### config.mk
export PLATFORM = sky130hd
export DESIGN_NAME = lisa_io_space
export DESIGN_NICKNAME = d
export VERILOG_FILES = /design/src/core/lisa_pkg.sv /design/src/core/lisa_port.sv /design/src/core/lisa_io_space.sv
export VERILOG_INCLUDE_DIRS = /design/src /design/src/core
export SDC_FILE = /design/constraint.sdc
export NUM_CORES = 1
export LEC_CHECK = 0
export ABC_CLOCK_PERIOD_IN_PS = 4790
export BUFFER_PORTS_ARGS = -buffer_cell sky130_fd_sc_hd__buf_2
export CAP_MARGIN = 15
export CORE_MARGIN = 2
export CORE_UTILIZATION = 39
export CTS_CLUSTER_DIAMETER = 200
export DETAILED_ROUTE_END_ITERATION = 12
export PLACE_DENSITY_LB_ADDON = 0.08
export SLEW_MARGIN = 20
export SYNTH_ARGS = -nofsm -noshare
export SYNTH_HDL_FRONTEND = slang
export SYNTH_SLANG_ARGS = --single-unit
### constraint.sdc
create_clock -name sys_clk -period 4.79 [get_ports sys_clk]
set_clock_uncertainty 0.2 [all_clocks]
set_input_delay 0.958 -clock sys_clk [delete_from_list [all_inputs] [get_ports sys_clk]]
set_output_delay 0.958 -clock sys_clk [all_outputs]
set_load 0.1 [all_outputs]
### src/core/lisa_regs.svh
// low i/o space register offsets, field positions and reset values
// assumes inclusion by bare name from the package and the modules
`ifndef LISA_REGS_SVH
`define LISA_REGS_SVH
// ----------------------------------------
// address map
// ----------------------------------------
`define LISA_DATA_OFFSET      8'h20
`define LISA_IO_LAST          8'h3F
`define LISA_BIT_LAST         8'h1F
`define LISA_EXT_FIRST        8'h60
`define LISA_OFF_PB_IN        6'h03
`define LISA_OFF_PB_DIR       6'h04
`define LISA_OFF_PB_OUT       6'h05
`define LISA_OFF_PC_IN        6'h06
`define LISA_OFF_PC_DIR       6'h07
`define LISA_OFF_PC_OUT       6'h08
`define LISA_OFF_PD_IN        6'h09
`define LISA_OFF_PD_DIR       6'h0A
`define LISA_OFF_PD_OUT       6'h0B
`define LISA_OFF_TMR0_FLG     6'h15
`define LISA_OFF_TMR1_FLG     6'h16
`define LISA_OFF_TMR2_FLG     6'h17
`define LISA_OFF_PCHG_FLG     6'h1B
// ----------------------------------------
// implemented bits and reset values
// ----------------------------------------
`define LISA_PC_MASK          8'h7F
`define LISA_TMR0_MASK        8'h07
`define LISA_TMR1_MASK        8'h27
`define LISA_TMR2_MASK        8'h07
`define LISA_PCHG_MASK        8'h07
`define LISA_RST_VALUE        8'h00
`endif

### src/core/lisa_pkg.sv
// types shared by the low i/o space block
// assumes lisa_regs.svh is on the include path
`include "lisa_regs.svh"
package lisa_pkg;
    // kind of access the core issues in one cycle
    typedef enum logic [2:0] {
        LISA_OP_NONE   = 3'b000,
        LISA_OP_IN     = 3'b001,
        LISA_OP_OUT    = 3'b010,
        LISA_OP_LOAD   = 3'b011,
        LISA_OP_STORE  = 3'b100,
        LISA_OP_SETBIT = 3'b101,
        LISA_OP_CLRBIT = 3'b110,
        LISA_OP_TEST   = 3'b111
    } lisa_op_type;
endpackage

### src/core/lisa_port.sv
// one general purpose port: output data, direction, synchronised pins
// assumes pins are asynchronous; writes come already decoded from the core
`include "lisa_regs.svh"
module lisa_port
    import lisa_pkg::*;
#(
    parameter logic [7:0] IMPL_MASK = 8'hFF
) (
    input  wire logic       sys_clk,
    input  wire logic       arst_n,
    input  wire logic       dir_we,
    input  wire logic       out_we,
    input  wire logic [7:0] wdata,
    input  wire logic [7:0] pin_in,
    output logic      [7:0] pin_out,
    output logic      [7:0] pin_oe,
    output logic      [7:0] dir_q,
    output logic      [7:0] out_q,
    output logic      [7:0] lvl_q
);
    typedef struct packed {
        logic [7:0] dir;
        logic [7:0] dat;
        logic [7:0] sync1;
        logic [7:0] sync2;
    } lisa_port_state_type;

    lisa_port_state_type state_reg;
    lisa_port_state_type state_next;

    // ----------------------------------------
    // next state
    // ----------------------------------------
    // unimplemented bits never store; pins pass both flops unmasked so no
    // gate sits inside the synchroniser
    always_comb begin
        state_next       = state_reg;
        state_next.sync1 = pin_in;
        state_next.sync2 = state_reg.sync1;
        if (dir_we) begin
            state_next.dir = wdata & IMPL_MASK;
        end
        if (out_we) begin
            state_next.dat = wdata & IMPL_MASK;
        end
    end

    always_ff @(posedge sys_clk or negedge arst_n) begin
        if (!arst_n) begin
            state_reg <= '0;
        end else begin
            state_reg <= state_next;
        end
    end

    // pins drive their data bit only where direction is one
    assign pin_out = state_reg.dat;
    assign pin_oe  = state_reg.dir;
    assign dir_q   = state_reg.dir;
    assign out_q   = state_reg.dat;
    assign lvl_q   = state_reg.sync2 & IMPL_MASK;
endmodule

### src/core/lisa_io_space.sv
// low i/o space: three ports, three timer flag sets, pin-change flags
// assumes one core access per cycle, reads answered combinationally
// Behaviour
// - set/clear single bit at io 0x00-0x1F
// - test single bit, report skip condition
// - writing one clears status flag
// - bit set/clear touches only addressed bit
// - in/out instructions address io 0x00-0x3F
// - data address equals io address plus 0x20
// - 0x60-0xFF reachable only by load/store
// - pin-change flags in bits 2..0
// - port c implements bits 6..0 only
`include "lisa_regs.svh"
module lisa_io_space
    import lisa_pkg::*;
(
    input  wire logic        sys_clk,
    input  wire logic        arst_n,
    input  lisa_op_type      io_op,
    input  wire logic [7:0]  io_addr,
    input  wire logic [2:0]  io_bit,
    input  wire logic [7:0]  io_wdata,
    output logic      [7:0]  io_rdata,
    output logic             io_hit,
    output logic             io_skip_one,
    output logic             io_skip_zero,
    output logic             ext_sel,
    output logic      [7:0]  ext_addr,
    output logic             ext_we,
    output logic      [7:0]  ext_wdata,
    input  wire logic [7:0]  ext_rdata,
    input  wire logic [7:0]  tmr0_evt,
    input  wire logic [7:0]  tmr1_evt,
    input  wire logic [7:0]  tmr2_evt,
    input  wire logic [2:0]  pchg_evt,
    output logic      [7:0]  tmr0_flags,
    output logic      [7:0]  tmr1_flags,
    output logic      [7:0]  tmr2_flags,
    output logic      [2:0]  pchg_flags,
    input  wire logic [7:0]  pb_pin_in,
    output logic      [7:0]  pb_pin_out,
    output logic      [7:0]  pb_pin_oe,
    input  wire logic [7:0]  pc_pin_in,
    output logic      [7:0]  pc_pin_out,
    output logic      [7:0]  pc_pin_oe,
    input  wire logic [7:0]  pd_pin_in,
    output logic      [7:0]  pd_pin_out,
    output logic      [7:0]  pd_pin_oe
);
    typedef struct packed {
        logic [7:0] tmr0;
        logic [7:0] tmr1;
        logic [7:0] tmr2;
        logic [7:0] pchg;
    } lisa_flag_state_type;

    lisa_flag_state_type state_reg;
    lisa_flag_state_type state_next;

    logic       io_valid;
    logic [5:0] io_idx;
    logic       is_write;
    logic       is_read;
    logic       is_bitop;
    logic [7:0] bit_sel;
    logic [7:0] cur_val;
    logic [7:0] wr_val;
    logic [7:0] w1c_val;
    logic [7:0] pb_dir;
    logic [7:0] pb_dat;
    logic [7:0] pb_lvl;
    logic [7:0] pc_dir;
    logic [7:0] pc_dat;
    logic [7:0] pc_lvl;
    logic [7:0] pd_dir;
    logic [7:0] pd_dat;
    logic [7:0] pd_lvl;

    // ----------------------------------------
    // address translation
    // ----------------------------------------
    // io ops use the io number; load/store subtract the data offset
    always_comb begin
        io_valid = 1'b0;
        io_idx   = 6'h00;
        ext_sel  = 1'b0;
        unique case (io_op)
            LISA_OP_IN, LISA_OP_OUT: begin
                io_valid = (io_addr <= `LISA_IO_LAST);
                io_idx   = io_addr[5:0];
            end
            LISA_OP_SETBIT, LISA_OP_CLRBIT, LISA_OP_TEST: begin
                io_valid = (io_addr <= `LISA_BIT_LAST);
                io_idx   = io_addr[5:0];
            end
            LISA_OP_LOAD, LISA_OP_STORE: begin
                io_valid = (io_addr >= `LISA_DATA_OFFSET) && (io_addr < `LISA_EXT_FIRST);
                io_idx   = 6'(io_addr - `LISA_DATA_OFFSET);
                ext_sel  = (io_addr >= `LISA_EXT_FIRST);
            end
            LISA_OP_NONE: begin
                io_valid = 1'b0;
            end
        endcase
    end

    // extended space is passed on for load/store only, never for in/out
    assign ext_addr  = io_addr;
    assign ext_we    = ext_sel && (io_op == LISA_OP_STORE);
    assign ext_wdata = io_wdata;

    assign is_bitop = (io_op == LISA_OP_SETBIT) || (io_op == LISA_OP_CLRBIT);
    assign is_write = io_valid && ((io_op == LISA_OP_OUT) || (io_op == LISA_OP_STORE) || is_bitop);
    assign is_read  = io_valid && !is_write;
    assign bit_sel  = 8'h01 << io_bit;

    // ----------------------------------------
    // read mux
    // ----------------------------------------
    // reserved locations and unimplemented bits read zero
    always_comb begin
        unique case (io_idx)
            `LISA_OFF_PB_IN:    cur_val = pb_lvl;
            `LISA_OFF_PB_DIR:   cur_val = pb_dir;
            `LISA_OFF_PB_OUT:   cur_val = pb_dat;
            `LISA_OFF_PC_IN:    cur_val = pc_lvl;
            `LISA_OFF_PC_DIR:   cur_val = pc_dir;
            `LISA_OFF_PC_OUT:   cur_val = pc_dat;
            `LISA_OFF_PD_IN:    cur_val = pd_lvl;
            `LISA_OFF_PD_DIR:   cur_val = pd_dir;
            `LISA_OFF_PD_OUT:   cur_val = pd_dat;
            `LISA_OFF_TMR0_FLG: cur_val = state_reg.tmr0;
            `LISA_OFF_TMR1_FLG: cur_val = state_reg.tmr1;
            `LISA_OFF_TMR2_FLG: cur_val = state_reg.tmr2;
            `LISA_OFF_PCHG_FLG: cur_val = state_reg.pchg;
            default:            cur_val = `LISA_RST_VALUE;
        endcase
    end

    assign io_hit       = io_valid;
    assign io_rdata     = ext_sel ? ext_rdata : (is_read ? cur_val : 8'h00);
    assign io_skip_one  = io_valid && (io_op == LISA_OP_TEST) && ((cur_val & bit_sel) != 8'h00);
    assign io_skip_zero = io_valid && (io_op == LISA_OP_TEST) && ((cur_val & bit_sel) == 8'h00);

    // ----------------------------------------
    // write value
    // ----------------------------------------
    // a bit op on a plain register is read-modify-write of the one bit;
    // on a flag register only the addressed bit may carry a one, so a set
    // clears that flag alone and a clear writes nothing
    always_comb begin
        wr_val  = io_wdata;
        w1c_val = io_wdata;
        if (io_op == LISA_OP_SETBIT) begin
            wr_val  = cur_val | bit_sel;
            w1c_val = bit_sel;
        end else if (io_op == LISA_OP_CLRBIT) begin
            wr_val  = cur_val & ~bit_sel;
            w1c_val = 8'h00;
        end
    end

    // ----------------------------------------
    // sticky flags
    // ----------------------------------------
    // a new event in the clearing cycle wins, so no event is lost
    function automatic logic [7:0] lisa_flag_upd(input logic [7:0] cur, input logic [7:0] evt,
                                                 input logic clr, input logic [7:0] w1c,
                                                 input logic [7:0] msk);
        logic [7:0] kept;
        kept = clr ? (cur & ~w1c) : cur;
        return (kept | evt) & msk;
    endfunction

    always_comb begin
        state_next      = state_reg;
        state_next.tmr0 = lisa_flag_upd(state_reg.tmr0, tmr0_evt,
                                        is_write && (io_idx == `LISA_OFF_TMR0_FLG), w1c_val, `LISA_TMR0_MASK);
        state_next.tmr1 = lisa_flag_upd(state_reg.tmr1, tmr1_evt,
                                        is_write && (io_idx == `LISA_OFF_TMR1_FLG), w1c_val, `LISA_TMR1_MASK);
        state_next.tmr2 = lisa_flag_upd(state_reg.tmr2, tmr2_evt,
                                        is_write && (io_idx == `LISA_OFF_TMR2_FLG), w1c_val, `LISA_TMR2_MASK);
        state_next.pchg = lisa_flag_upd(state_reg.pchg, {5'h00, pchg_evt},
                                        is_write && (io_idx == `LISA_OFF_PCHG_FLG), w1c_val, `LISA_PCHG_MASK);
    end

    always_ff @(posedge sys_clk or negedge arst_n) begin
        if (!arst_n) begin
            state_reg <= '0;
        end else begin
            state_reg <= state_next;
        end
    end

    assign tmr0_flags = state_reg.tmr0;
    assign tmr1_flags = state_reg.tmr1;
    assign tmr2_flags = state_reg.tmr2;
    assign pchg_flags = state_reg.pchg[2:0];

    // ----------------------------------------
    // ports
    // ----------------------------------------
    lisa_port #(.IMPL_MASK(8'hFF)) u_port_b (
        .sys_clk (sys_clk),
        .arst_n  (arst_n),
        .dir_we  (is_write && (io_idx == `LISA_OFF_PB_DIR)),
        .out_we  (is_write && (io_idx == `LISA_OFF_PB_OUT)),
        .wdata   (wr_val),
        .pin_in  (pb_pin_in),
        .pin_out (pb_pin_out),
        .pin_oe  (pb_pin_oe),
        .dir_q   (pb_dir),
        .out_q   (pb_dat),
        .lvl_q   (pb_lvl)
    );

    lisa_port #(.IMPL_MASK(`LISA_PC_MASK)) u_port_c (
        .sys_clk (sys_clk),
        .arst_n  (arst_n),
        .dir_we  (is_write && (io_idx == `LISA_OFF_PC_DIR)),
        .out_we  (is_write && (io_idx == `LISA_OFF_PC_OUT)),
        .wdata   (wr_val),
        .pin_in  (pc_pin_in),
        .pin_out (pc_pin_out),
        .pin_oe  (pc_pin_oe),
        .dir_q   (pc_dir),
        .out_q   (pc_dat),
        .lvl_q   (pc_lvl)
    );

    lisa_port #(.IMPL_MASK(8'hFF)) u_port_d (
        .sys_clk (sys_clk),
        .arst_n  (arst_n),
        .dir_we  (is_write && (io_idx == `LISA_OFF_PD_DIR)),
        .out_we  (is_write && (io_idx == `LISA_OFF_PD_OUT)),
        .wdata   (wr_val),
        .pin_in  (pd_pin_in),
        .pin_out (pd_pin_out),
        .pin_oe  (pd_pin_oe),
        .dir_q   (pd_dir),
        .out_q   (pd_dat),
        .lvl_q   (pd_lvl)
    );
endmodule

# Yosys cells after proc, flatten, opt, wreduce, memory -nomap -nowiden
# Index checks and enable logic that the tools add are counted.
# op_classes
eq_ne	20
n_mux	14
reduce_logical	28
bitwise	13
shifts	1
order_cmp	5
n_addsub	1
# ops
op	count
one-hot mux 8 bit (13 select lines)	1
2-to-1 mux 8 bit	4
equality test 6 x 3 -> 1 bit (second input constant)	4
equality test 6 x 4 -> 1 bit (second input constant)	4
equality test 6 x 5 -> 1 bit (second input constant)	4
2-to-1 mux 6 bit	3
logical AND 1 bit	17
bitwise AND 8 bit	2
equality test 3 bit (second input constant)	4
one-hot mux 6 bit (2 select lines)	1
bitwise AND 3 bit	3
2-to-1 mux 3 bit	3
OR 3 bit	3
greater-or-equal comparator 8 x 6 -> 1 bit (second input constant)	1
greater-or-equal comparator 8 x 7 -> 1 bit (second input constant)	1
less-or-equal comparator 8 x 5 -> 1 bit (second input constant)	1
less-or-equal comparator 8 x 6 -> 1 bit (second input constant)	1
zero test 8 bit	1
less-than comparator 8 x 7 -> 1 bit (second input constant)	1
inverter 8 bit	1
OR 8 bit	1
nonzero test 8 bit	1
left shift 1 x 3 -> 8 bit (first input constant)	1
bitwise AND 6 bit	1
14 further kinds	18
# totals
inputBits	83
reg_bits	105
elab_cells	98

# Logic depth before layout (Yosys ltp)
# Gate-level depths: netlist (run 1).
# logic_depth
depth_word	8
mapped_depth	11

# Cells and area by module
# A second synthesis (run 1) with hierarchy kept.
# hier_totals
cells_unflattened	575
hier_area_um2	6070.8
# modules_own_cells
module	n_inst	area_per_inst_um2	seq_area_each_um2	cells_per_inst
lisa_io_space	1	2623.8	325.3	379
lisa_port (u_port_b ...)	2	1183.6	800.8	66
lisa_port (u_port_c)	1	1079.8	700.7	64

# Worst setup path before layout (run 1)
# No wires, ideal clock.
# synth_timing
path_kind	in2out
startpoint	input io_op[1]
endpoint	output io_rdata[4]
path_buffers	1
setup_slack_ps	-783
t_required_ps	3632
stages	5
arrival_ps	4415
cell_sequence	buf_6 > or3b_1 > a21oi_1 > nand2_1 > o21ai_0
# synth_between
word_cells_on_any_way	37
classes_between	eq/ne: 20; mux: 6; reduce/logical: 11
# synth_rtl
element	line_no	text
start: declaration	lisa_io_space.sv:19	input lisa_op_type io_op,
equality test 3 bit / equality test 3 x 2 -> 1 bit (equally long branches)	lisa_io_space.sv:87	unique case (io_op)
OR reduction 2 bit (*)	lisa_io_space.sv:87	
2-to-1 mux 1 bit (*)	lisa_io_space.sv:87	
named net ext_sel	lisa_io_space.sv:27	output logic ext_sel,
2-to-1 mux 8 bit (*)	lisa_io_space.sv:141	assign io_rdata = ext_sel ? ext_rdata : (is_read ? cur_val : 8'h00);
end: declaration	lisa_io_space.sv:23	output logic [7:0] io_rdata,
# Mark *: on every way through the listed nets, which the timed path passes. The rest lies on a longest branch.

# Final worst setup path (run 1)
# layout_timing
startpoint	input io_op[2]
endpoint	output io_skip_zero
# layout_between
elab_chain_cells	8
word_cells_on_any_way	32
classes_between	eq/ne: 20; mux: 3; bitwise: 1; reduce/logical: 8
# layout_rtl
element	line_no	text
equality test 3 bit (tied with other cells)	lisa_io_space.sv:87	
OR reduction 5 bit (no line) / OR reduction 2 bit (equally long branches)	-	
one-hot mux 6 bit (2 select lines)	lisa_io_space.sv:87	
equality test 6 x 5 -> 1 bit (tied with other cells)	lisa_io_space.sv:122	unique case (io_idx)
one-hot mux 8 bit (13 select lines)	lisa_io_space.sv:122	
bitwise AND 8 bit	lisa_io_space.sv:143	assign io_skip_zero = io_valid && (io_op == LISA_OP_TEST) && ((cur_val & bit_sel) == 8'h00);
zero test 8 bit	lisa_io_space.sv:143	
logical AND 1 bit (*)	lisa_io_space.sv:143	
end: declaration	lisa_io_space.sv:26	output logic io_skip_zero,
# Mark *: on every way between the ends. The rest lies on a longest branch, timed or not.

==> results of run 1 <==
[kinds of logic (layout without fill, tap and decap cells)]
kind of cell    count (synthesis)  in the layout
buf+inv                        61            212
compound gates                138            138
xor+xnor                        1              1
mux                            42             42
flops                         105            105
other cells                     1             16
simple gates                  152            152
[flip-flops by register name (all words and copies together), names as in the netlist, 8 cells and up]
name,count
u_port_b.dir_q,8
u_port_b.lvl_q,8
u_port_b.out_q,8
u_port_b.state_next,8
u_port_d.dir_q,8
u_port_d.lvl_q,8
u_port_d.out_q,8
u_port_d.state_next,8
[layout by cell type (no fill, tap or decap), types with 8 or more instances in the layout]
| cell | n |
|---|---|
| a22oi_1 | 13 |
| o21ai_0 | 13 |
| mux2_2 | 10 |
| clkbuf_16 | 9 |
| dfrtp_1 | 105 |
| a21o_1 | 13 |
| a32o_1 | 8 |
| nand2_1 | 48 |
| and3_1 | 10 |
| nor2_1 | 19 |
| buf_2 | 144 |
| buf_12 | 9 |
| a22o_1 | 15 |
| nor2b_1 | 10 |
| nor3b_1 | 8 |
| o21ai_1 | 14 |
| buf_4 | 37 |
| mux2_1 | 30 |
| conb_1 | 16 |
| nand3_1 | 9 |
| a21oi_1 | 16 |
[worst register-to-register path, delay by kind of cell (launching register included)]
kind	cells	cell delay [ps]
compound gates	5	950
buf+inv	1	220
flops	1	410
simple gates	3	730
[layout make-up]
type / instances / area share (%)
clock buffers: 11 / 3.569
clock inverters: 4 / 0.7544
inverters: 6 / 0.3312
multi-input cells: 349 / 36.03
flip-flops and latches: 105 / 38.64
well taps: 176 / 3.238
repair buffers: 191 / 17.44
[routing by layer]
| metal | track usage [%] | up-vias |
|---|---|---|
| li1 | - | 2134 |
| met1 | 30.45 | 2216 |
| met2 | 37.71 | 195 |
| met3 | 3.195 | 26 |
| met4 | 7.485 | 0 |
| met5 | 0 | - |
[where the power goes]
part / total [uW] / switching (uW) / internal [uW]
Sequential: 947 / 22.9 / 924
Clock: 739 / 321 / 418
Combinational: 553 / 434 / 119
Total: 2240 / 778 / 1460
[stage by stage]
| step | total power [uW] | TNS, ps | setup slack, ps | hold WS (ps) | std cells |
|---|---|---|---|---|---|
| after detailed placement | 1515 | 0 | 68.56 | 134.7 | 827 |
| final | 2239 | 0 | 189.6 | 144.5 | 842 |
| after global placement | 1511 | 0 | 54.18 | 132.9 | 827 |
| after CTS | 2256 | 0 | 53.03 | 149.1 | 842 |
| after global routing | 2324 | 0 | 30.39 | 151.7 | 842 |
| after floorplan | 1375 | -17.61 | -8.804 | 131.2 | 515 |
[worst paths after layout]
path                                             start                     end
worst max-delay path                          io_op[2]            io_skip_zero
worst min-delay path            u_port_b.state_next[1]       u_port_b.lvl_q[1]
worst max register to register       u_port_d.dir_q[7]       u_port_d.dir_q[7]
worst min register to register  u_port_b.state_next[1]       u_port_b.lvl_q[1]
max in group asynchronous                       arst_n       u_port_c.dir_q[2]
min in group asynchronous                       arst_n  u_port_d.state_next[4]
[repair_timing]
action / CTS / global route
hold buffers: 0 / 0
resized for setup: 0 / 6
setup buffers: 0 / 0
setup endpoints to repair: 0 / 2
==> impl_results.md, run 1 <==
* # port buffers at approximately 160
* Routed wire length at 16380 um
* Die Y at about 120 um
* Worst-path cell chain: buf_2 -> buf_4 -> o311a_1 -> a222oi_1 -> o22a_1 -> nand3_1 -> a2bb2oi_1 -> nand4_1 -> nor2_2 -> clkbuf_4
* Top layer in use: met4
* Root buffer cell: clkbuf_16
* Design Area, Final at 6800 um^2
* Gate count of the mapped netlist at 500
* Synth cell types at between 60 and 70
* Post-route ant nets at 0
* CTS tree: yes
* Post-DP HPWL at around 13000 um
* Metal1 wirelength at between 7000 and 8000 um
* Total GRT Usage at around 23%
* Reg clk slew, reported paths at approximately 70 ps
* DRT iter0 DRCs at 369
* Data arrival, critical path at 3440 ps
* Final core utilization at around half
* Synth area leaders: dfrtp_1 49%, mux2_1 6.3%, buf_4 4.5%
* Predominant post-synthesis flop cell: dfrtp_1
* Layout overhead on the synthesized area at 27.37%
* Status: complete, no violations
* Drt first pass iters at 5
* Top cells by count, synth: 105 x dfrtp_1, 49 x nand2_1, 32 x buf_4, 30 x mux2_1, 20 x nor2_1
* Gp weighted congestion at ~0.94
* Tmin final at around 4600 ps
* Period utilization at between 90% and 100%
* Post-Synth XOR/XNOR Area at less than 1%
* Placed inst area at between 6000 and 7000 um^2
* Share of post-route cells with drive strength above 1 at 36.04%
* Post-synthesis compound-gate area fraction at between 15 and 20%
* Post-DR wirelength/cell at around 19 um
* Largest family of logic cells by synthesized area: compound AO/OA/AOI/OAI gates
* I/O pin count at around 190
* Ys Warns at 0
* Worst-Margin Slew at roughly 660 ps
* Area share of and/or/nand/nor cells after synthesis at ~16%
* Vias in the first global route at around 4500
* Top-count cell post-synth: dfrtp_1
* Pwr dens at between 300 and 400 nW/um^2
* Register area share after synthesis at 49.21%
* Metal2 WL at slightly below 8000 um
* Crit start category: primary input
* Grt ovf at 0
* Area of the multi-input gates at about 2400 um^2
* Area occupied by registers at around 2600 um^2
* Worst relative slew slack at approximately 56%
* Worst setup path category: primary input to output port
* Family with the most delay on the worst path: compound AO/OA/AOI/OAI gates
* Maximum VDD drop at 0.2605 mV
* Die X at 121 um
* CTS max path bufs at 2
* Standard-cell rows at 42
* DRC Markers at 0
* CP Data Required Time at 3630 ps
* Flop2flop setup slack at approximately 2200 ps
* Fill cell count at between 1000 and 1500
* Num CTS Buffers at 9
* H-tree lvl count at 3
* Synthesized area at approximately 5300 um^2
* #FFs+latches synth at approximately 110
* Final setup fails at 0
* Synth async-reset ratio at 100.0%
* Crit path max fanout at 7
* Worst hold-check path type: flop to flop
* Critical path's largest stage delay at 540 ps
* Max-slew violation count at 0
* Maxcap violations at 0
* Post-synth top area cell: dfrtp_1
* N_diodes at 0
* Number of enable flip-flop cells after synthesis at 0
* Met3 WL at 971 um
* Average size of a mapped cell at between 10 and 15 um^2
* Initial Utilization at approximately 40%
* Initial antenna violation count at 0
* Largest net degree at the start of global routing at 55
* Clock insertion delay at the later pin of the skew report at approximately 350 ps
* Post-Synth Adder-Cell Area at 0%
* RSZ-0062 raised after global routing: false
* Die area at 14640 um^2
* Number of cells on the critical path at 10
* Share of the synthesized area in the top cell type at 49.21%
* Leakage at ~0.0032 uW
* Final Hold Viols at 0
* First-pass GRT wire length at 25160 um
* Fmax at between 200 and 250 MHz
* # clock sinks at 105
* Routed vias/inst at around 5.4
* Core area at between 10000 and 15000 um^2
* Post-synthesis mux area share at about 8.8%
* Critical path's slowest cell: a222oi_1
* Depth of the worst register-to-register path at 9
* CP bufs+invs at 3
* Hold path depth at 0
* Layout net count at between 700 and 800
* Via count at roughly 4600
* CP Capture Type: output port
Note: power is estimated with default switching activity, not from simulation.
==> run 2, diff against run 1 <==
ABC_CLOCK_PERIOD_IN_PS = 4500   (was 4790)
CORE_UTILIZATION = 50   (was 39)
clock period = 4.5 ns   (was 4.79 ns; I/O delays follow)
==> impl_results.md, run 2 (synthesized netlist as in run 1, its figures left out) <==
* Initial Utilization at 51.71% (was 40.16%)
* Worst hold-check path type: flop to flop (unchanged)
* RSZ-0062 raised after global routing: true (was false)
* Data arrival, critical path at 3300 ps (was 3440 ps)
* Post-DR wirelength/cell at 19.69 um (was 19.45 um)
* Reg clk slew, reported paths at 100 ps (was 70 ps)
* Maxcap violations at 0 (unchanged)
* Die area at 11520 um^2 (was 14640 um^2)
* Crit path max fanout at 9 (was 7)
* Worst-Margin Slew at 830.8 ps (was 655.8 ps)
* Layout overhead on the synthesized area at 28.40% (was 27.37%)
* Fmax at ~230 MHz
* Worst relative slew slack at 44.62% (was 56.28%)
* Layout net count at 760 (was 745)
* Clock Power Share at 27.6% (was 33.0%)
* Period utilization at roughly 98%
* Clock insertion delay at the later pin of the skew report at 380 ps (was 350 ps)
* Worst setup path category: primary input to output port (unchanged)
* Sw Share at 37.61% (was 34.76%)
* H-tree lvl count at 3 (unchanged)
* Share of post-route cells with drive strength above 1 at 38.12% (was 36.04%)
* Fin Hold WS at 154.7 ps (was 144.5 ps)
* Most Used Layer, Global Route: met2 (unchanged)
* Via count at 4776 (was 4571)
* Die Y at 107.3 um (was 121 um)
* Die X at 107.3 um (was 121 um)
* Standard-cell rows at 37 (was 42)
* Grt ovf at 0 (unchanged)
* DRC Markers at 0 (unchanged)
* Maximum VDD drop at 0.2637 mV (was 0.2605 mV)
* I/O pin count at 187 (unchanged)
* Gp weighted congestion at 0.9346 (was 0.9414)
* Drt first pass iters at 5 (unchanged)
* Flop2flop setup slack at 1900 ps (was 2150 ps)
* Depth of the worst register-to-register path at 8 (was 9)
* Final setup fails at 0 (unchanged)
* Worst r2r dst: u_port_c.dir_q[3] (was u_port_d.dir_q[7])
* CP Launch Point: io_op[1] (was io_op[2])
* First-pass GRT wire length at 24750 um (was 25160 um)
* CTS max path bufs at 2 (unchanged)
* N_diodes at 0 (unchanged)
* CTS tree: yes (unchanged)
* Status: complete, no violations (unchanged)
* Initial antenna violation count at 0 (unchanged)
* Pwr dens at 325.0 nW/um^2 (was 329.3 nW/um^2)
* GR Util met2 at 46.38% (was 37.71%)
* Vias in the first global route at 4614 (was 4503)
* # clock sinks at 105 (unchanged)
* Met3 track demand over resource at 4.843% (was 3.195%)
* CP Data Required Time at 3400 ps (was 3630 ps)
* Final Hold Viols at 0 (unchanged)
* DRT iter0 DRCs at 323 (was 369)
* Root buffer cell: clkbuf_8 (was clkbuf_16)
* Seq pwr share at 45.2% (was 42.3%)
* Total GRT Usage at 28.41% (was 22.67%)
* Leakage at 0.003289 uW (was 0.003234 uW)
* Commonest non-fill, non-tap cell in the layout: buf_2 (unchanged)
* Most frequent cells in the layout: 144 x buf_2, 105 x dfrtp_1, 49 x buf_4, 48 x nand2_1, 30 x mux2_1 (was 144 x buf_2, 105 x dfrtp_1, 48 x nand2_1, 37 x buf_4, 30 x mux2_1)
* Routed vias/inst at 5.839 (was 5.429)
* Post-DP HPWL at 12320 um (was 12540 um)
* P_sw at 838.0 uW (was 778.3 uW)
* Overall power at 2228 uW (was 2239 uW)
* CP Capture Type: output port (unchanged)
* Cts hold-fix bufs at 0 (unchanged)
* CP endpoint: io_skip_one (was io_skip_zero)
* Gate power share at 27.1% (was 24.7%)
* Cell Int Power at 1390 uW (was 1461 uW)
* Core area at 10320 um^2 (was 13300 um^2)
* Max-slew violation count at 0 (unchanged)
* Crit start category: primary input (unchanged)
* Tmin final at ~4400 ps
* Largest net degree at the start of global routing at 93 (was 55)
* Reg-to-reg startpoint: u_port_c.dir_q[3] (was u_port_d.dir_q[7])
* Routed wire length at 16110 um (was 16380 um)
* # port buffers at 155 (unchanged)
* Post-route ant nets at 0 (unchanged)
* Num CTS Buffers at 9 (unchanged)
* Met1 Track Usage GR at 39.13% (was 30.45%)
==> run 2: layer usage <==
layer / routed length (um) / up-vias / share of wire (%)
met5: 0 / - / 0
met4: 308 / 0 / 1.9
met3: 1097 / 27 / 6.8
met2: 7846 / 217 / 49
met1: 6854 / 2365 / 43
li1: - / 2167 / -
==> run 2: cell type report <==
type | count | area (um^2)
Fill cell | 858 | 3468
Clock buffer | 9 | 123.9
Tap cell | 136 | 170.2
Multi-Input combinational cell | 349 | 2491
Sequential cell | 105 | 2628
Clock inverter | 7 | 88.84
Inverter | 6 | 22.52
Timing Repair Buffer | 206 | 1331
==> run 2: power by group through the flow <==
stage | Combinational, uW | Sequential, uW | Clock [uW]
floorplan | 301 | 1160 | 0
global placement | 590 | 1020 | 0
detailed placement | 596 | 1030 | 0
CTS | 598 | 1010 | 632
global route | 633 | 1010 | 671
finish | 604 | 1010 | 616
==> run 2: repair_timing <==
action	CTS	global route
setup buffers	0	2
setup endpoints to repair	2	2
pin swaps	0	6
resized for setup	2	9
cloned	0	0
==> run 2: how the worst min path moves through the flow <==
stage | to | start | cells after the start | slack (ps)
after floorplan | u_port_b.lvl_q[0] | u_port_b.state_next[0] | 0 | 130
after global placement | u_port_b.lvl_q[7] | u_port_b.state_next[7] | 0 | 130
after detailed placement | u_port_d.lvl_q[3] | u_port_d.state_next[3] | 0 | 130
after CTS | u_port_d.lvl_q[3] | u_port_d.state_next[3] | 0 | 160
after global routing | u_port_d.lvl_q[3] | u_port_d.state_next[3] | 0 | 170
final | u_port_c.lvl_q[3] | u_port_c.state_next[3] | 0 | 150
==> run 2: metrics by stage <==
stage	utilization, %	instance area (um^2)	cells	setup WS [ps]	setup TNS [ps]
after global placement	63.59	6565	800	4.312	0
after global routing	66.40	6855	818	-3.470	-5.551
final	66.40	6855	818	98.90	0
after floorplan	-	5429	515	-182.8	-365.6
after detailed placement	63.59	6565	800	-18.14	-21.65
after CTS	65.80	6793	816	83.54	0
==> run 2: worst max-delay path: stages <==
cell and delay [ps]:
buf_2 140, buf_4 170, nor2b_1 430, o22ai_1 240, a21boi_4 400, a22oi_1 170, o211a_1 200, a2bb2oi_1 150
nand4_1 120, nor2b_4 180, buf_12 180
==> run 3, diff against run 2 <==
ABC_AREA = 1   (was default)
CORE_UTILIZATION = 40   (was 50)
==> impl_results.md, run 3 <==
* Number of enable flip-flop cells after synthesis at 0 (unchanged)
* Crit start category: primary input (unchanged)
* Commonest non-fill, non-tap cell in the layout: buf_2 (unchanged)
* Register area share after synthesis at 50.72% (was 49.21%)
* #FFs+latches synth at 105 (unchanged)
* Max-slew violation count at 0 (unchanged)
* Post-DR wirelength/cell at 17.24 um (was 19.69 um)
* Worst-path cell chain: buf_2 -> inv_2 -> nand2_4 -> nand3_2 -> nor2_1 -> nand4_1 -> o21ai_0 -> nor2_1 -> nand3_1 -> nand2_1 -> nand2_1 -> nor2_1 -> a21oi_2 -> buf_12 (was buf_2 -> buf_4 -> nor2b_1 -> o22ai_1 -> a21boi_4 -> a22oi_1 -> o211a_1 -> a2bb2oi_1 -> nand4_1 -> nor2b_4 -> buf_12)
* Reg clk slew, reported paths at 60 ps (was 100 ps)
* Ys Warns at 0 (unchanged)
* Via count at 4904 (was 4776)
* Status: complete, no violations (unchanged)
* Die Y at 117.8 um (was 107.3 um)
* Gp weighted congestion at 0.8601 (was 0.9346)
* N_diodes at 0 (unchanged)
* Area of the multi-input gates at 2037 um^2 (was 2491 um^2)
* Routed vias/inst at 5.251 (was 5.839)
* Worst relative slew slack at 33.20% (was 44.62%)
* Initial Utilization at 41.05% (was 51.71%)
* Metal2 WL at 7298 um (was 7846 um)
* Worst setup path category: primary input to output port (unchanged)
* Routed wire length at 16100 um (was 16110 um)
* Num CTS Buffers at 9 (unchanged)
* Worst r2r dst: u_port_c.out_q[0] (was u_port_c.dir_q[3])
* Layout overhead on the synthesized area at 24.57% (was 28.40%)
* Metal1 wirelength at 6968 um (was 6854 um)
* Post-synth top area cell: dfrtp_1 (unchanged)
* Post-DP HPWL at 11900 um (was 12320 um)
* Synthesized area at 5180 um^2 (was 5339 um^2)
* Cts hold-fix bufs at 0 (unchanged)
* Root buffer cell: clkbuf_16 (was clkbuf_8)
* Critical path's slowest cell: nor2_1 (was nor2b_1)
* Core area at 12620 um^2 (was 10320 um^2)
* DRT iter0 DRCs at 437 (was 323)
* Final setup fails at 0 (unchanged)
* I/O pin count at 187 (unchanged)
* Hold path depth at 0 (unchanged)
* Placed insts at 918 (was 800)
* Worst-Margin Slew at 991.5 ps (was 830.8 ps)
* Crit path max fanout at 10 (was 9)
* Depth of the worst register-to-register path at 7 (was 8)
* H-tree lvl count at 3 (unchanged)
* Maxcap violations at 0 (unchanged)
* Die X at 117.8 um (was 107.3 um)
* Standard-cell rows at 41 (was 37)
* Largest net degree at the start of global routing at 52 (was 93)
* Tmin final at 4257 ps (was 4401 ps)
* Share of the synthesized area in the top cell type at 50.72% (was 49.21%)
* Final Instance Count excl. Fillers at 934 (was 818)
* Top cells by count, synth: 106 x nand2_1, 105 x dfrtp_1, 77 x nor2_1, 47 x inv_1, 47 x nand3_1 (was 105 x dfrtp_1, 49 x nand2_1, 32 x buf_4, 30 x mux2_1, 20 x nor2_1)
* CTS tree: yes (unchanged)
* Pwr dens at 394.2 nW/um^2 (was 325.0 nW/um^2)
* DRC Markers at 0 (unchanged)
* Predominant post-synthesis flop cell: dfrtp_1 (unchanged)
* # port buffers at 155 (unchanged)
* Synth async-reset ratio at 100.0% (unchanged)
* Placed inst area at 6152 um^2 (was 6565 um^2)
* Fill cell count at 1234 (was 858)
* Layout net count at 840 (was 760)
* # clock sinks at 105 (unchanged)
* Drt first pass iters at 6 (was 5)
* Total GRT Usage at 23.22% (was 28.41%)
* Grt ovf at 0 (unchanged)
* Gate count of the mapped netlist at 613 (was 500)
* Worst hold-check path type: flop to flop (unchanged)
* CTS max path bufs at 2 (unchanged)
* Top-count cell post-synth: nand2_1 (was dfrtp_1)
* Post-CTS Setup Inserts at 0 (unchanged)
* Average size of a mapped cell at 8.450 um^2 (was 10.68 um^2)
* Vias in the first global route at 4637 (was 4614)
* Die area at 13880 um^2 (was 11520 um^2)
* Met3 WL at 1550 um (was 1097 um)
* Top layer in use: met4 (unchanged)
* Reg-to-reg startpoint: pchg_flags[0] (was u_port_c.dir_q[3])
* Share of post-route cells with drive strength above 1 at 27.69% (was 38.12%)
* Area occupied by registers at 2628 um^2 (unchanged)
* Clock insertion delay at the later pin of the skew report at 340 ps (was 380 ps)
* Final Hold Viols at 0 (unchanged)
* Design Area, Final at 6452 um^2 (was 6855 um^2)
* Leakage at 0.003278 uW (was 0.003289 uW)
* CP Capture Type: output port (unchanged)
* Initial antenna violation count at 0 (unchanged)
* First-pass GRT wire length at 25150 um (was 24750 um)
* Final core utilization at 51.13% (was 66.40%)
* Post-route ant nets at 0 (unchanged)
* Flop2flop setup slack at 2630 ps (was 1900 ps)
* Min-delay src: u_port_b.state_next[5] (was u_port_c.state_next[3])
* Synth area leaders: dfrtp_1 51%, nand2_1 7.7%, nor2_1 5.6% (was dfrtp_1 49%, mux2_1 6.3%, buf_4 4.5%)
* Crit-path most repeated cell: nor2_1
* Maximum VDD drop at 0.2134 mV (was 0.2637 mV)
* RSZ-0062 raised after global routing: false (was true)
* Synth cell types at 33 (was 67)
* Data arrival, critical path at 3160 ps (was 3300 ps)
* CP Data Required Time at 3400 ps (about the same)
* Period utilization at 94.61% (was 97.80%)
* Worst Hold Path EP: u_port_b.lvl_q[5] (was u_port_c.lvl_q[3])
* Fmax at 234.9 MHz (was 227.2 MHz)
* Most frequent cells in the layout: 144 x buf_2, 106 x nand2_1, 105 x dfrtp_1, 75 x nor2_1 (was 144 x buf_2, 105 x dfrtp_1, 49 x buf_4, 48 x nand2_1, 30 x mux2_1)
* Critical path's largest stage delay at 660 ps (was 430 ps)
==> run 3: cell count changes in the layout (fill, tap and decap cells not counted), sizes merged, moves of 9 or more <==
cell / before / now
a21o: 13 / 0
buf: 206 / 171
a31oi: 2 / 30
nor2: 20 / 81
nor2b: 11 / 0
o21ai: 27 / 48
nor3b: 9 / 0
a22oi: 13 / 0
inv: 8 / 53
a21oi: 19 / 3
nand2: 49 / 113
nand3: 15 / 50
nand4: 5 / 43
mux2: 40 / 0
==> run 3: worst max path at each step <==
stage	from	endpoint	slack [ps]	cells past startpoint
global route	io_op[1]	io_skip_zero	20	18
CTS	io_op[0]	io_skip_zero	120	19
floorplan	io_addr[6]	io_skip_one	-50	5
global placement	io_op[0]	io_skip_zero	170	19
detailed placement	io_op[0]	io_skip_zero	130	19
finish	io_op[2]	io_skip_one	240	14
==> run 3: area by class of cell <==
class	count	area share [%]
clock buffers	10	3.549
clock inverters	6	1.008
inverters	57	3.316
multi-input cells	413	31.57
flip-flops and latches	105	40.72
well taps	172	3.335
repair buffers	171	16.50
==> run 3: logic make-up after synthesis <==
kind of cell           after synthesis  share of synthesized area [%]
other                                1                        0.07239
flip-flops                         105                          50.72
buffers and inverters              110                          11.14
AO/OA/AOI/OAI                       96                          11.45
AND/OR/NAND/NOR                    301                          26.62
==> run 3: power breakdown <==
part	internal, uW	total [uW]	switching [uW]	leakage, uW
clock	434	776	343	0.000143
combinational	124	728	604	0.00187
sequential	1000	1040	39.7	0.00126
==> run 3: timing repair <==
item                       in CTS  in global routing
setup endpoints to repair       0                  1
resized for setup               0                  3
hold endpoints to repair        0                  0
==> run 3: per-layer routing <==
layer | GRT usage [%] | vias up
met5 | 0 | -
met4 | 6.928 | 0
met3 | 5.329 | 20
met2 | 36.37 | 257
met1 | 32.22 | 2302
li1 | - | 2325
==> run 3: critical path: cells and delay by family <==
family / cells / cell delay (ps)
AO/OA/AOI/OAI: 2 / 310
AND/OR/NAND/NOR: 9 / 1510
buffers and inverters: 3 / 420
==> run 3: through the flow <==
stage | setup WS, ps | hold WS [ps] | TNS (ps) | power (uW)
after floorplan | -46.96 | 131.2 | -58.21 | 1620
after detailed placement | 126.1 | 134.7 | 0 | 1783
after CTS | 123.5 | 150.9 | 0 | 2561
final | 242.5 | 148.1 | 0 | 2544
after global placement | 167.5 | 131.4 | 0 | 1775
after global routing | 24.61 | 158.2 | 0 | 2640
